<file path="src/up_down_counter_consts.svh">
`ifndef UP_DOWN_COUNTER_CONSTS_SVH
`define UP_DOWN_COUNTER_CONSTS_SVH

// Counter geometry
`define CNT_W           8
`define CNT_ZERO        8'h00
`define CNT_ONE         8'h01
`define CNT_MAX         8'hff

// Synchronised pin bundle: {ent_n, enp_n, sel_high, sel_low, data[7:0]}
`define SYNC_W          12
`define SYNC_DATA_LSB   0
`define SYNC_DATA_MSB   7
`define SYNC_SEL_LOW    8
`define SYNC_SEL_HIGH   9
`define SYNC_ENP        10
`define SYNC_ENT        11
`define SYNC_RESET      12'hc00

// Register byte addresses
`define ADDR_CTRL       32'h0000_0000
`define ADDR_DATA       32'h0000_0004
`define ADDR_STATUS     32'h0000_0008
`define ADDR_WORD_MASK  32'hffff_fffc

// Control register fields
`define CTRL_SW_BIT     0
`define CTRL_SEL_LOW    1
`define CTRL_SEL_HIGH   2
`define CTRL_ENP_BIT    3
`define CTRL_ENT_BIT    4
`define CTRL_W          5
`define CTRL_RESET      5'h18

// Status register fields
`define STAT_CNT_LSB    0
`define STAT_CARRY_BIT  8
`define STAT_MODE_LSB   9

// Bus constants
`define RESP_OKAY       2'b00
`define RESP_SLVERR     2'b10
`define WORD_ZERO       32'h0000_0000

`endif

</file>
<file path="src/up_down_counter_pkg.sv">
package up_down_counter_pkg;

    // Encoded as {mode_sel_high, mode_sel_low}
    typedef enum logic [1:0] {
        MODE_CLEAR = 2'b00,
        MODE_DOWN  = 2'b01,
        MODE_LOAD  = 2'b10,
        MODE_UP    = 2'b11
    } mode_e;

    typedef logic [7:0] count_t;

endpackage

</file>
<file path="src/pin_sync.sv">
`timescale 1ns/1ps
`include "up_down_counter_consts.svh"

module pin_sync (
    input  wire logic                 aclk,
    input  wire logic                 aresetn,
    input  wire logic [`SYNC_W-1:0]   pin_in,
    output logic      [`SYNC_W-1:0]   pin_out
);

    logic [`SYNC_W-1:0] stage1;
    logic [`SYNC_W-1:0] stage2;
    logic [`SYNC_W-1:0] next_stage1;
    logic [`SYNC_W-1:0] next_stage2;

    // First stage feeds only the second stage
    always_comb begin
        next_stage1 = pin_in;
        next_stage2 = stage1;
        if (!aresetn) begin
            next_stage1 = `SYNC_RESET;
            next_stage2 = `SYNC_RESET;
        end
    end

    always_ff @(posedge aclk) begin
        stage1 <= next_stage1;
        stage2 <= next_stage2;
    end

    assign pin_out = stage2;

endmodule

</file>
<file path="src/up_down_counter_8bit.sv">
// The implementer's own choices: the register offsets and the AXI4-Lite slave port.
`timescale 1ns/1ps
`include "up_down_counter_consts.svh"

// Notes on behaviour
// - All eight count bits are one register updated together on the rising clock edge.
// - The selects, read high then low, give clear, count down, load and count up.
// - With both selects low the count output is forced to zero at once, not at an edge.
// - In load mode counting stops and the parallel data is taken at the next rising edge.
// - Counting happens at an edge only when both active-low enables are low, else it holds.
// - Carry goes low while both enables are low and the count is 255 up or zero down.
// - Carry stays high whenever either enable is high, whatever the count.
// - Enables may change at any time; only their values at the rising edge count.
module up_down_counter_8bit
    import up_down_counter_pkg::*;
(
    input  wire logic                 aclk,
    input  wire logic                 aresetn,
    input  wire logic                 mode_sel_low,
    input  wire logic                 mode_sel_high,
    input  wire logic                 count_en_parallel_n,
    input  wire logic                 count_en_trickle_n,
    input  wire logic [`CNT_W-1:0]    data_in,
    output logic      [`CNT_W-1:0]    count_out,
    output logic                      carry_out_n,
    input  wire logic [31:0]          awaddr,
    input  wire logic [2:0]           awprot,
    input  wire logic                 awvalid,
    output logic                      awready,
    input  wire logic [31:0]          wdata,
    input  wire logic [3:0]           wstrb,
    input  wire logic                 wvalid,
    output logic                      wready,
    output logic      [1:0]           bresp,
    output logic                      bvalid,
    input  wire logic                 bready,
    input  wire logic [31:0]          araddr,
    input  wire logic [2:0]           arprot,
    input  wire logic                 arvalid,
    output logic                      arready,
    output logic      [31:0]          rdata,
    output logic      [1:0]           rresp,
    output logic                      rvalid,
    input  wire logic                 rready
);

    // Pin synchronisation
    logic [`SYNC_W-1:0] pins_raw;
    logic [`SYNC_W-1:0] pins;

    assign pins_raw = {count_en_trickle_n, count_en_parallel_n,
                       mode_sel_high, mode_sel_low, data_in};

    pin_sync u_pin_sync (
        .aclk    (aclk),
        .aresetn (aresetn),
        .pin_in  (pins_raw),
        .pin_out (pins)
    );

    // Register file state
    logic [`CTRL_W-1:0] ctrl;
    logic [`CNT_W-1:0]  sw_data;
    logic [`CTRL_W-1:0] next_ctrl;
    logic [`CNT_W-1:0]  next_sw_data;

    // Write channel state
    logic               aw_held;
    logic [31:0]        aw_addr_q;
    logic               w_held;
    logic [31:0]        w_data_q;
    logic [3:0]         w_strb_q;
    logic               bvalid_q;
    logic [1:0]         bresp_q;
    logic               next_aw_held;
    logic [31:0]        next_aw_addr_q;
    logic               next_w_held;
    logic [31:0]        next_w_data_q;
    logic [3:0]         next_w_strb_q;
    logic               next_bvalid_q;
    logic [1:0]         next_bresp_q;

    // Read channel state
    logic               rvalid_q;
    logic [31:0]        rdata_q;
    logic [1:0]         rresp_q;
    logic               next_rvalid_q;
    logic [31:0]        next_rdata_q;
    logic [1:0]         next_rresp_q;

    // Counter state
    count_t             count_q;
    count_t             next_count_q;

    // Effective controls: pins, or the control register when software drives
    mode_e              mode;
    logic               enp_n;
    logic               ent_n;
    count_t             load_val;
    logic               count_ok;
    logic               at_terminal;

    always_comb begin
        if (ctrl[`CTRL_SW_BIT]) begin
            mode     = mode_e'({ctrl[`CTRL_SEL_HIGH], ctrl[`CTRL_SEL_LOW]});
            enp_n    = ctrl[`CTRL_ENP_BIT];
            ent_n    = ctrl[`CTRL_ENT_BIT];
            load_val = sw_data;
        end else begin
            mode     = mode_e'({pins[`SYNC_SEL_HIGH], pins[`SYNC_SEL_LOW]});
            enp_n    = pins[`SYNC_ENP];
            ent_n    = pins[`SYNC_ENT];
            load_val = pins[`SYNC_DATA_MSB:`SYNC_DATA_LSB];
        end
    end

    // Enables are sampled at the edge only
    assign count_ok = !enp_n && !ent_n;

    // Counter next value
    always_comb begin
        next_count_q = count_q;
        case (mode)
            MODE_CLEAR: begin
                next_count_q = `CNT_ZERO;
            end
            MODE_DOWN: begin
                if (count_ok) begin
                    next_count_q = count_t'(count_q - `CNT_ONE);
                end
            end
            MODE_LOAD: begin
                next_count_q = load_val;
            end
            MODE_UP: begin
                if (count_ok) begin
                    next_count_q = count_t'(count_q + `CNT_ONE);
                end
            end
            default: begin
                next_count_q = count_q;
            end
        endcase
        if (!aresetn) begin
            next_count_q = `CNT_ZERO;
        end
    end

    always_ff @(posedge aclk) begin
        count_q <= next_count_q;
    end

    // Clear overrides the stored count without waiting for an edge
    assign count_out = (mode == MODE_CLEAR) ? `CNT_ZERO : count_q;

    always_comb begin
        at_terminal = 1'b0;
        if (mode == MODE_UP) begin
            at_terminal = (count_out == `CNT_MAX);
        end else if (mode == MODE_DOWN) begin
            at_terminal = (count_out == `CNT_ZERO);
        end
    end

    // Carry needs the parallel enable too, so either enable high keeps it high
    assign carry_out_n = !(at_terminal && !ent_n && !enp_n);

    // AXI4-Lite write path: address and data taken in either order
    logic               aw_take;
    logic               w_take;
    logic               have_aw;
    logic               have_w;
    logic [31:0]        wr_addr;
    logic [31:0]        wr_data;
    logic [3:0]         wr_strb;

    assign awready = !aw_held && !bvalid_q;
    assign wready  = !w_held && !bvalid_q;
    assign aw_take = awvalid && awready;
    assign w_take  = wvalid && wready;
    assign have_aw = aw_held || aw_take;
    assign have_w  = w_held || w_take;
    assign wr_addr = (aw_held ? aw_addr_q : awaddr) & `ADDR_WORD_MASK;
    assign wr_data = w_held ? w_data_q : wdata;
    assign wr_strb = w_held ? w_strb_q : wstrb;

    always_comb begin
        next_aw_held   = aw_held;
        next_aw_addr_q = aw_addr_q;
        next_w_held    = w_held;
        next_w_data_q  = w_data_q;
        next_w_strb_q  = w_strb_q;
        next_bvalid_q  = bvalid_q;
        next_bresp_q   = bresp_q;
        next_ctrl      = ctrl;
        next_sw_data   = sw_data;
        if (aw_take) begin
            next_aw_held   = 1'b1;
            next_aw_addr_q = awaddr;
        end
        if (w_take) begin
            next_w_held   = 1'b1;
            next_w_data_q = wdata;
            next_w_strb_q = wstrb;
        end
        if (bvalid_q && bready) begin
            next_bvalid_q = 1'b0;
        end
        if (have_aw && have_w && !bvalid_q) begin
            next_aw_held  = 1'b0;
            next_w_held   = 1'b0;
            next_bvalid_q = 1'b1;
            next_bresp_q  = `RESP_OKAY;
            if (wr_addr == `ADDR_CTRL) begin
                if (wr_strb[0]) begin
                    next_ctrl = wr_data[`CTRL_W-1:0];
                end
            end else if (wr_addr == `ADDR_DATA) begin
                if (wr_strb[0]) begin
                    next_sw_data = wr_data[`CNT_W-1:0];
                end
            end else if (wr_addr == `ADDR_STATUS) begin
                next_bresp_q = `RESP_OKAY;
            end else begin
                next_bresp_q = `RESP_SLVERR;
            end
        end
        if (!aresetn) begin
            next_aw_held   = 1'b0;
            next_aw_addr_q = `WORD_ZERO;
            next_w_held    = 1'b0;
            next_w_data_q  = `WORD_ZERO;
            next_w_strb_q  = 4'h0;
            next_bvalid_q  = 1'b0;
            next_bresp_q   = `RESP_OKAY;
            next_ctrl      = `CTRL_RESET;
            next_sw_data   = `CNT_ZERO;
        end
    end

    always_ff @(posedge aclk) begin
        aw_held   <= next_aw_held;
        aw_addr_q <= next_aw_addr_q;
        w_held    <= next_w_held;
        w_data_q  <= next_w_data_q;
        w_strb_q  <= next_w_strb_q;
        bvalid_q  <= next_bvalid_q;
        bresp_q   <= next_bresp_q;
        ctrl      <= next_ctrl;
        sw_data   <= next_sw_data;
    end

    assign bvalid = bvalid_q;
    assign bresp  = bresp_q;

    // AXI4-Lite read path
    logic [31:0]        rd_addr;
    logic [31:0]        status_word;

    assign arready = !rvalid_q;
    assign rd_addr = araddr & `ADDR_WORD_MASK;

    always_comb begin
        status_word = `WORD_ZERO;
        status_word[`STAT_CNT_LSB +: `CNT_W] = count_out;
        status_word[`STAT_CARRY_BIT]         = carry_out_n;
        status_word[`STAT_MODE_LSB +: 2]     = mode;
    end

    always_comb begin
        next_rvalid_q = rvalid_q;
        next_rdata_q  = rdata_q;
        next_rresp_q  = rresp_q;
        if (rvalid_q && rready) begin
            next_rvalid_q = 1'b0;
        end
        if (arvalid && arready) begin
            next_rvalid_q = 1'b1;
            next_rresp_q  = `RESP_OKAY;
            next_rdata_q  = `WORD_ZERO;
            if (rd_addr == `ADDR_CTRL) begin
                next_rdata_q[`CTRL_W-1:0] = ctrl;
            end else if (rd_addr == `ADDR_DATA) begin
                next_rdata_q[`CNT_W-1:0] = sw_data;
            end else if (rd_addr == `ADDR_STATUS) begin
                next_rdata_q = status_word;
            end else begin
                next_rresp_q = `RESP_SLVERR;
            end
        end
        if (!aresetn) begin
            next_rvalid_q = 1'b0;
            next_rdata_q  = `WORD_ZERO;
            next_rresp_q  = `RESP_OKAY;
        end
    end

    always_ff @(posedge aclk) begin
        rvalid_q <= next_rvalid_q;
        rdata_q  <= next_rdata_q;
        rresp_q  <= next_rresp_q;
    end

    assign rvalid = rvalid_q;
    assign rdata  = rdata_q;
    assign rresp  = rresp_q;

endmodule

</file>
<file path="config.mk">
export PLATFORM = sky130hd
export DESIGN_NAME = up_down_counter_8bit
export DESIGN_NICKNAME = d
export VERILOG_FILES = /design/src/up_down_counter_pkg.sv /design/src/pin_sync.sv /design/src/up_down_counter_8bit.sv
export VERILOG_INCLUDE_DIRS = /design/src /design/src/src
export SDC_FILE = /design/constraint.sdc
export NUM_CORES = 1
export LEC_CHECK = 0
export BUFFER_PORTS_ARGS = -buffer_cell sky130_fd_sc_hd__buf_2
export CORE_UTILIZATION = 45
export DETAILED_ROUTE_END_ITERATION = 16
export PLACE_DENSITY = 0.75
export SETUP_SLACK_MARGIN = 0.2
export SLEW_MARGIN = 25
export SYNTH_ARGS = -nofsm -noshare
export SYNTH_HDL_FRONTEND = slang
export SYNTH_HIERARCHICAL = 1
export SYNTH_SLANG_ARGS = --single-unit
</file>
<file path="constraint.sdc">
create_clock -name aclk -period 2.65 [get_ports aclk]
set_input_delay 0 -clock aclk [delete_from_list [all_inputs] [get_ports aclk]]
set_output_delay 0 -clock aclk [all_outputs]
set_load 0.01 [all_outputs]
</file>
==> impl_metrics.env, run 1 <==
export IMPL_slew_viol_final=0
export IMPL_start_kind="flop"
export IMPL_cts_tree="yes"
export IMPL_critPathSlowestCell="dfxtp_4"
export IMPL_relSlewSlack=0.600
export IMPL_wl_per_cell_um=13.2
export IMPL_coreArea_mm2=0.0104
export IMPL_antenna_cells=0
export IMPL_post_route_min_period_ns=2.42
export IMPL_ys_top_cells_by_area="dfxtp_1, nand2_1, a21boi_0, mux2i_1, buf_4"
export IMPL_tightest_slew_ns=0.599
export IMPL_rsz0062_at_grt="true"
export IMPL_crit_type="flop to flop"
export IMPL_utilization=0.603
export IMPL_avgSynthCellArea_um2=8.81
export IMPL_fp_dieArea_mm2=0.0113
export IMPL_die_w_um=106
export IMPL_path_clk_slew_ns=0.11
export IMPL_final_setup_tns_ns=0
export IMPL_synth_edf_count=0
export IMPL_yosys_register_bits=101
export IMPL_clock_fmax_ghz=0.413
export IMPL_drtAntennaViolNets=0
export IMPL_area_growth_pct=28.8
export IMPL_synth_top_flop_cell="dfxtp_1"
export IMPL_cp_arrival_ns=2.72
export IMPL_dieHeight_um=106
export IMPL_route_vias_total=4377
export IMPL_postCtsSetupRepairBufs=0
export IMPL_rows=37
export IMPL_ys_types=50
export IMPL_place_hpwl_mm=8.21
export IMPL_yosysMostFrequentCell="nand2_1"
export IMPL_fin_nets=848
export IMPL_ys_seq_area_frac=0.414
export IMPL_drt_total_wl_mm=11.3
export IMPL_n_fill_cell=908
export IMPL_routed_via_density=5.11
export IMPL_peakVddDrop_mv=0.307
export IMPL_grt_overflow=0
export IMPL_drc=0
export IMPL_grt_pass1_wl_mm=18.5
export IMPL_syn_area_mm2=0.00488
export IMPL_status="finished, final reports clean"
export IMPL_synth_top_area_frac=0.414
export IMPL_synth_top_cell_by_area="dfxtp_1"
export IMPL_cp_cell_sequence="mux2_4 > nand2_2 > buf_4 > ha_2 > nand2b_1 > a21boi_2 > o21a_1 > o21ai_1 > mux2_2 > a221oi_2"
export IMPL_drive_gt1_frac=0.264
export IMPL_dp_cells=786
export IMPL_fin_cells=857
export IMPL_grt_start_max_net_pins=39
export IMPL_syn_inst=554
export IMPL_finalSetupViolCount=0
export IMPL_drtPass1Iterations=4
export IMPL_clockBufferDepth=2
export IMPL_p_leak_nw=2.69
export IMPL_power_density_mw_per_mm2=499
export IMPL_initial_core_util=0.468
export IMPL_io_buffers=114
export IMPL_fin_crit_sh=0.913
export IMPL_clk_latency_ns=0.37
export IMPL_hold_viol_final=0
export IMPL_critPathMaxStageDelay_ns=0.39
export IMPL_ys_async_sr_fraction=0
export IMPL_maxCapViolations=0
export IMPL_end_kind="flop"
export IMPL_pin_count=175
export IMPL_htree_num_levels=3
export IMPL_grt_antenna_before_repair=0
export IMPL_cts_root_buf="clkbuf_8"
export IMPL_cts_sinks=101
export IMPL_place_congestion=0.817
export IMPL_path_max_fanout=7
export IMPL_netlist_top_cells_count="nand2_1, dfxtp_1, a21boi_0, mux2i_1, buf_4"
export IMPL_drt_iter0_drc=188
export IMPL_gr_usage_all_layers=0.206
export IMPL_fin_skew_ns=0.0199
export IMPL_worstPathRequired_ns=2.95
export IMPL_grt_pass1_vias=4114
export IMPL_yosys_warnings=6
export IMPL_cts_buffers=9
export IMPL_hold_class="input port to flop"
## report_power, final
part	total [mW]	internal, mW	switching (mW)
registers	1.64	1.59	0.0475
clock network	1.02	0.461	0.563
logic	0.474	0.236	0.238
total	3.13	2.29	0.848
## metal layers
layer | up-vias | track usage | routed length (um)
li1 | 2188 | - | -
met1 | 2000 | 0.259 | 5050
met2 | 165 | 0.350 | 5440
met3 | 24 | 0.0337 | 573
met4 | 0 | 0.0794 | 275
met5 | - | 0 | 0
## state kept, by name, indices dropped and copies added, names as in the netlist
register,cells
aw_addr_q,30
u_pin_sync/stage1,12
w_strb_q,1
w_data_q,8
rdata,11
ctrl,5
count_q,8
bvalid,1
sw_data,8
w_held,1
rresp,1
rvalid,1
aw_held,1
u_pin_sync/pin_out,12
bresp,1
## worst max-delay path, delay by kind of cell, from the launching register on
kind	cells	cell delay, ns
compound gates	4	0.61
fa+ha+maj	1	0.30
buf+inv	1	0.14
flops	1	0.39
mux	2	0.71
simple gates	2	0.20
## cell families (layout without fill, tap and decap cells)
family	after synthesis	count (layout)	share of synthesized area
buffers and inverters	63	208	0.0708
XOR/XNOR	6	6	0.0108
adder cells (fa/ha/maj)	7	7	0.0195
other	1	23	0.000769
multiplexers	39	39	0.0839
AO/OA/AOI/OAI	101	101	0.151
flip-flops	101	101	0.414
AND/OR/NAND/NOR	236	236	0.249
## final timing paths
path / start / end / slack (ns) / cells after the start
max: ctrl[0] / count_q[6] / 0.23 / 10
min: araddr[30] / rresp[1] / 0.01 / 5
max reg2reg: ctrl[0] / count_q[6] / 0.23 / 10
min reg2reg: u_pin_sync/stage1[11] / u_pin_sync/pin_out[11] / 0.42 / 1
## stage by stage
stage,hold slack (ns),total power [mW],area [um^2],setup slack [ns]
after floorplan,0.0964,1.95,4970,0.201
after global placement,0.185,2.06,5490,0.228
after detailed placement,0.185,2.08,5490,0.107
after CTS,0.0123,3.15,6260,0.233
after global routing,0.0462,3.29,6280,0.112
final,0.0125,3.13,6280,0.230
## layout make-up
| cell class | instances | area (um^2) | share of cell area |
|---|---|---|---|
| flip-flops and latches | 101 | 2030 | 0.323 |
| clock buffers | 9 | 124 | 0.0197 |
| inverters | 12 | 45.0 | 0.00717 |
| repair buffers | 180 | 1200 | 0.192 |
| clock inverters | 7 | 88.8 | 0.0141 |
| multi-input cells | 412 | 2620 | 0.418 |
| well taps | 136 | 170 | 0.0271 |
## cell usage in the layout, fill, tap and decap left out, drive strengths merged, types with 2 or more instances in the layout
| cell type | synthesis | layout |
|---|---|---|
| a21boi | 45 | 45 |
| a21oi | 21 | 21 |
| a22oi | 8 | 8 |
| a31oi | 2 | 2 |
| and2 | 33 | 33 |
| and3 | 2 | 2 |
| buf | 31 | 125 |
| clkbuf | 20 | 9 |
| conb | 1 | 23 |
| dfxtp | 101 | 101 |
| dlygate4sd3 | 0 | 55 |
| ha | 6 | 6 |
| inv | 12 | 16 |
| mux2 | 12 | 12 |
| mux2i | 27 | 27 |
| nand2 | 103 | 103 |
| nand3 | 13 | 13 |
| nand4 | 7 | 7 |
| nor2 | 20 | 20 |
| nor2b | 16 | 16 |
| nor3 | 15 | 15 |
| nor4 | 17 | 17 |
| nor4b | 2 | 2 |
| o21ai | 7 | 7 |
| o22ai | 4 | 4 |
| o31ai | 6 | 6 |
| or2b | 4 | 4 |
| xnor2 | 4 | 4 |
| xor2 | 2 | 2 |
## timing repair
item / CTS / global route
gates resized for setup: 5 / 3
hold endpoints to repair: 54 / 0
endpoints found under the setup margin: 2 / 2
hold buffers: 55 / 0
Power figures use the tool's default switching activity.
==> run 2, diff against run 1 <==
--- a/config.mk
+++ b/config.mk
@@ -7,7 +7,7 @@
 export NUM_CORES = 1
 export LEC_CHECK = 0
 export BUFFER_PORTS_ARGS = -buffer_cell sky130_fd_sc_hd__buf_2
-export CORE_UTILIZATION = 45
+export CORE_UTILIZATION = 47
 export DETAILED_ROUTE_END_ITERATION = 16
 export PLACE_DENSITY = 0.75
 export SETUP_SLACK_MARGIN = 0.2
==> constraint.sdc (replaced) <==
create_clock -name aclk -period 2.25 [get_ports aclk]
set_input_delay 0 -clock aclk [delete_from_list [all_inputs] [get_ports aclk]]
set_output_delay 0 -clock aclk [all_outputs]
set_load 0.01 [all_outputs]
==> run 2 against run 1 <==
Net effect: the flow now finishes with violations (negative setup slack); maximum frequency increased by 5.1%; highest routed layer unchanged; global-route usage grew 2.9 points; register-to-register slack worse by 0.28 ns; clock skew fell by 0.0092 ns; sequential share of layout area fell by 1.7 points; worst hold slack better by 0.029 ns; clock-buffer cell count is 1 higher.
==> impl_metrics.env, run 2 (same netlist as run 1, synthesis figures left out) <==
export IMPL_post_route_min_period_ns=2.30
export IMPL_drc=0
export IMPL_place_area_mm2=0.00559
export IMPL_fin_nets=869
export IMPL_clock_fmax_ghz=0.434
export IMPL_layout_common_cells="buf_2, nand2_1, dfxtp_1, dlygate4sd3_1, a21boi_0"
export IMPL_status="complete, but fails checks"
export IMPL_coreArea_mm2=0.00991
export IMPL_largest_reg_flops=30
export IMPL_grt_pass1_vias=4391
export IMPL_fin_crit_sh=1.02
export IMPL_fin_area_mm2=0.00662
export IMPL_maxCapViolations=0
export IMPL_fin_skew_ns=0.0108
export IMPL_final_setup_tns_ns=-0.0521
export IMPL_start_kind="flop"
export IMPL_end_kind="flop"
export IMPL_wl_per_cell_um=14.7
export IMPL_grt_antenna_before_repair=0
export IMPL_drive_gt1_frac=0.307
export IMPL_cts_buffers=9
export IMPL_die_w_um=104
export IMPL_clockBufferDepth=2
export IMPL_cp_arrival_ns=2.58
export IMPL_startpoint="ctrl[0]"
export IMPL_p_leak_nw=2.86
export IMPL_htree_num_levels=3
export IMPL_place_congestion=0.830
export IMPL_drtAntennaViolNets=0
export IMPL_rsz0062_at_grt="true"
export IMPL_path_clk_slew_ns=0.10
export IMPL_drt_iter0_drc=234
export IMPL_power_density_mw_per_mm2=600
export IMPL_timing_rr_start="ctrl[0]"
export IMPL_initial_core_util=0.492
export IMPL_setup_slack_ns=-0.0521
export IMPL_route_vias_total=4564
export IMPL_rows=36
export IMPL_crit_type="flop to flop"
export IMPL_drtPass1Iterations=5
export IMPL_grt_start_max_net_pins=34
export IMPL_finalSetupViolCount=1
export IMPL_cts_sinks=101
export IMPL_met3WireLength_um=715
export IMPL_io_buffers=114
export IMPL_cts_root_buf="clkbuf_8"
export IMPL_wirelength_met1_mm=5.40
export IMPL_grt_pass1_wl_mm=20.5
export IMPL_highest_layer="met4"
export IMPL_area_growth_pct=35.8
export IMPL_violations="negative setup slack"
export IMPL_drt_total_wl_mm=12.9
export IMPL_relSlewSlack=0.664
export IMPL_wl_met2_mm=6.31
export IMPL_gr_usage_all_layers=0.235
export IMPL_path_max_fanout=3
export IMPL_hold_viol_final=0
export IMPL_hold_class="input port to flop"
export IMPL_worstHoldStart="araddr[15]"
export IMPL_mostFrequentLayoutCell="buf_2"
export IMPL_worstPathRequired_ns=2.53
export IMPL_tightest_slew_ns=0.504
export IMPL_antenna_cells=0
export IMPL_top_register="aw_addr_q"
export IMPL_cts_tree="yes"
export IMPL_fp_dieArea_mm2=0.0108
export IMPL_pin_count=175
export IMPL_peakVddDrop_mv=0.369
export IMPL_clk_latency_ns=0.36
export IMPL_dieHeight_um=104
export IMPL_slew_viol_final=0
export IMPL_n_fill_cell=756
export IMPL_place_hpwl_mm=8.69
export IMPL_routed_via_density=5.22
export IMPL_grt_overflow=0
==> run 2: cell types whose count changed in the layout (fill, tap and decap cells not counted), sizes merged <==
cell / delta
clkinv: -1
clkbuf: +1
inv: -4
bufinv: +3
buf: +21
clkinvlp: +1
==> run 2: timing repair <==
action / 4_1_cts / 5_1_grt
hold endpoints to repair: 54 / 0
endpoints found under the setup margin: 5 / 20
buffers inserted: 9 / 2
hold buffers: 55 / 0
pin swaps: 14 / 6
gates resized for setup: 25 / 7
==> run 2: metal layers <==
layer  vias up  track usage
met1      2100        0.275
met4         0        0.116
met2       202        0.417
li1       2222            -
met3        40       0.0345
met5         -            0
==> run 2: critical path: stages, from the launching register on <==
cell      delay, ns
dfxtp_4        0.38
mux2_4         0.32
nand2_4        0.09
inv_2          0.04
fa_2           0.34
nand2b_4       0.15
a21boi_2       0.14
o21a_1         0.19
o21ai_2        0.07
mux2_4         0.31
a221oi_2       0.20
==> run 2: final cells by class <==
type / instances / area (um^2) / share of cell area
multi-input combinational: 412 / 2740 / 0.413
sequential: 101 / 2030 / 0.306
timing repair buffer: 201 / 1380 / 0.209
tap: 133 / 166 / 0.0251
clock inverter: 6 / 135 / 0.0204
clock buffer: 10 / 128 / 0.0193
inverter: 12 / 47.5 / 0.00718
==> run 2: where the power goes <==
part	total, mW	leakage [nW]	internal [mW]	switching [mW]
Sequential	1.92	0.828	1.87	0.0535
Clock	1.45	0.123	0.851	0.603
Combinational	0.598	1.91	0.296	0.302
Total	3.98	2.86	3.02	0.959
==> run 2: path summary, 6_finish.rpt <==
| path | end | slack [ns] | cells past startpoint |
|---|---|---|---|
| hold reg to reg | u_pin_sync/pin_out[11] | 0.42 | 1 |
| setup reg to reg | count_q[6] | -0.05 | 10 |
| hold / removal | rresp[1] | 0.04 | 5 |
| setup / recovery | count_q[6] | -0.05 | 10 |
==> run 2: per-stage QoR <==
stage / instances / utilization / hold slack (ns) / setup slack [ns] / power, mW
2_1_floorplan: 576 / - / 0.0964 / -0.0502 / 2.30
3_3_place_gp: 793 / 0.564 / 0.186 / -0.0365 / 2.44
3_5_place_dp: 793 / 0.564 / 0.187 / -0.198 / 2.46
4_1_cts: 873 / 0.665 / 0.0254 / -0.00675 / 3.99
5_1_grt: 875 / 0.668 / 0.0859 / -0.0918 / 4.15
6_report: 875 / 0.668 / 0.0418 / -0.0521 / 3.98
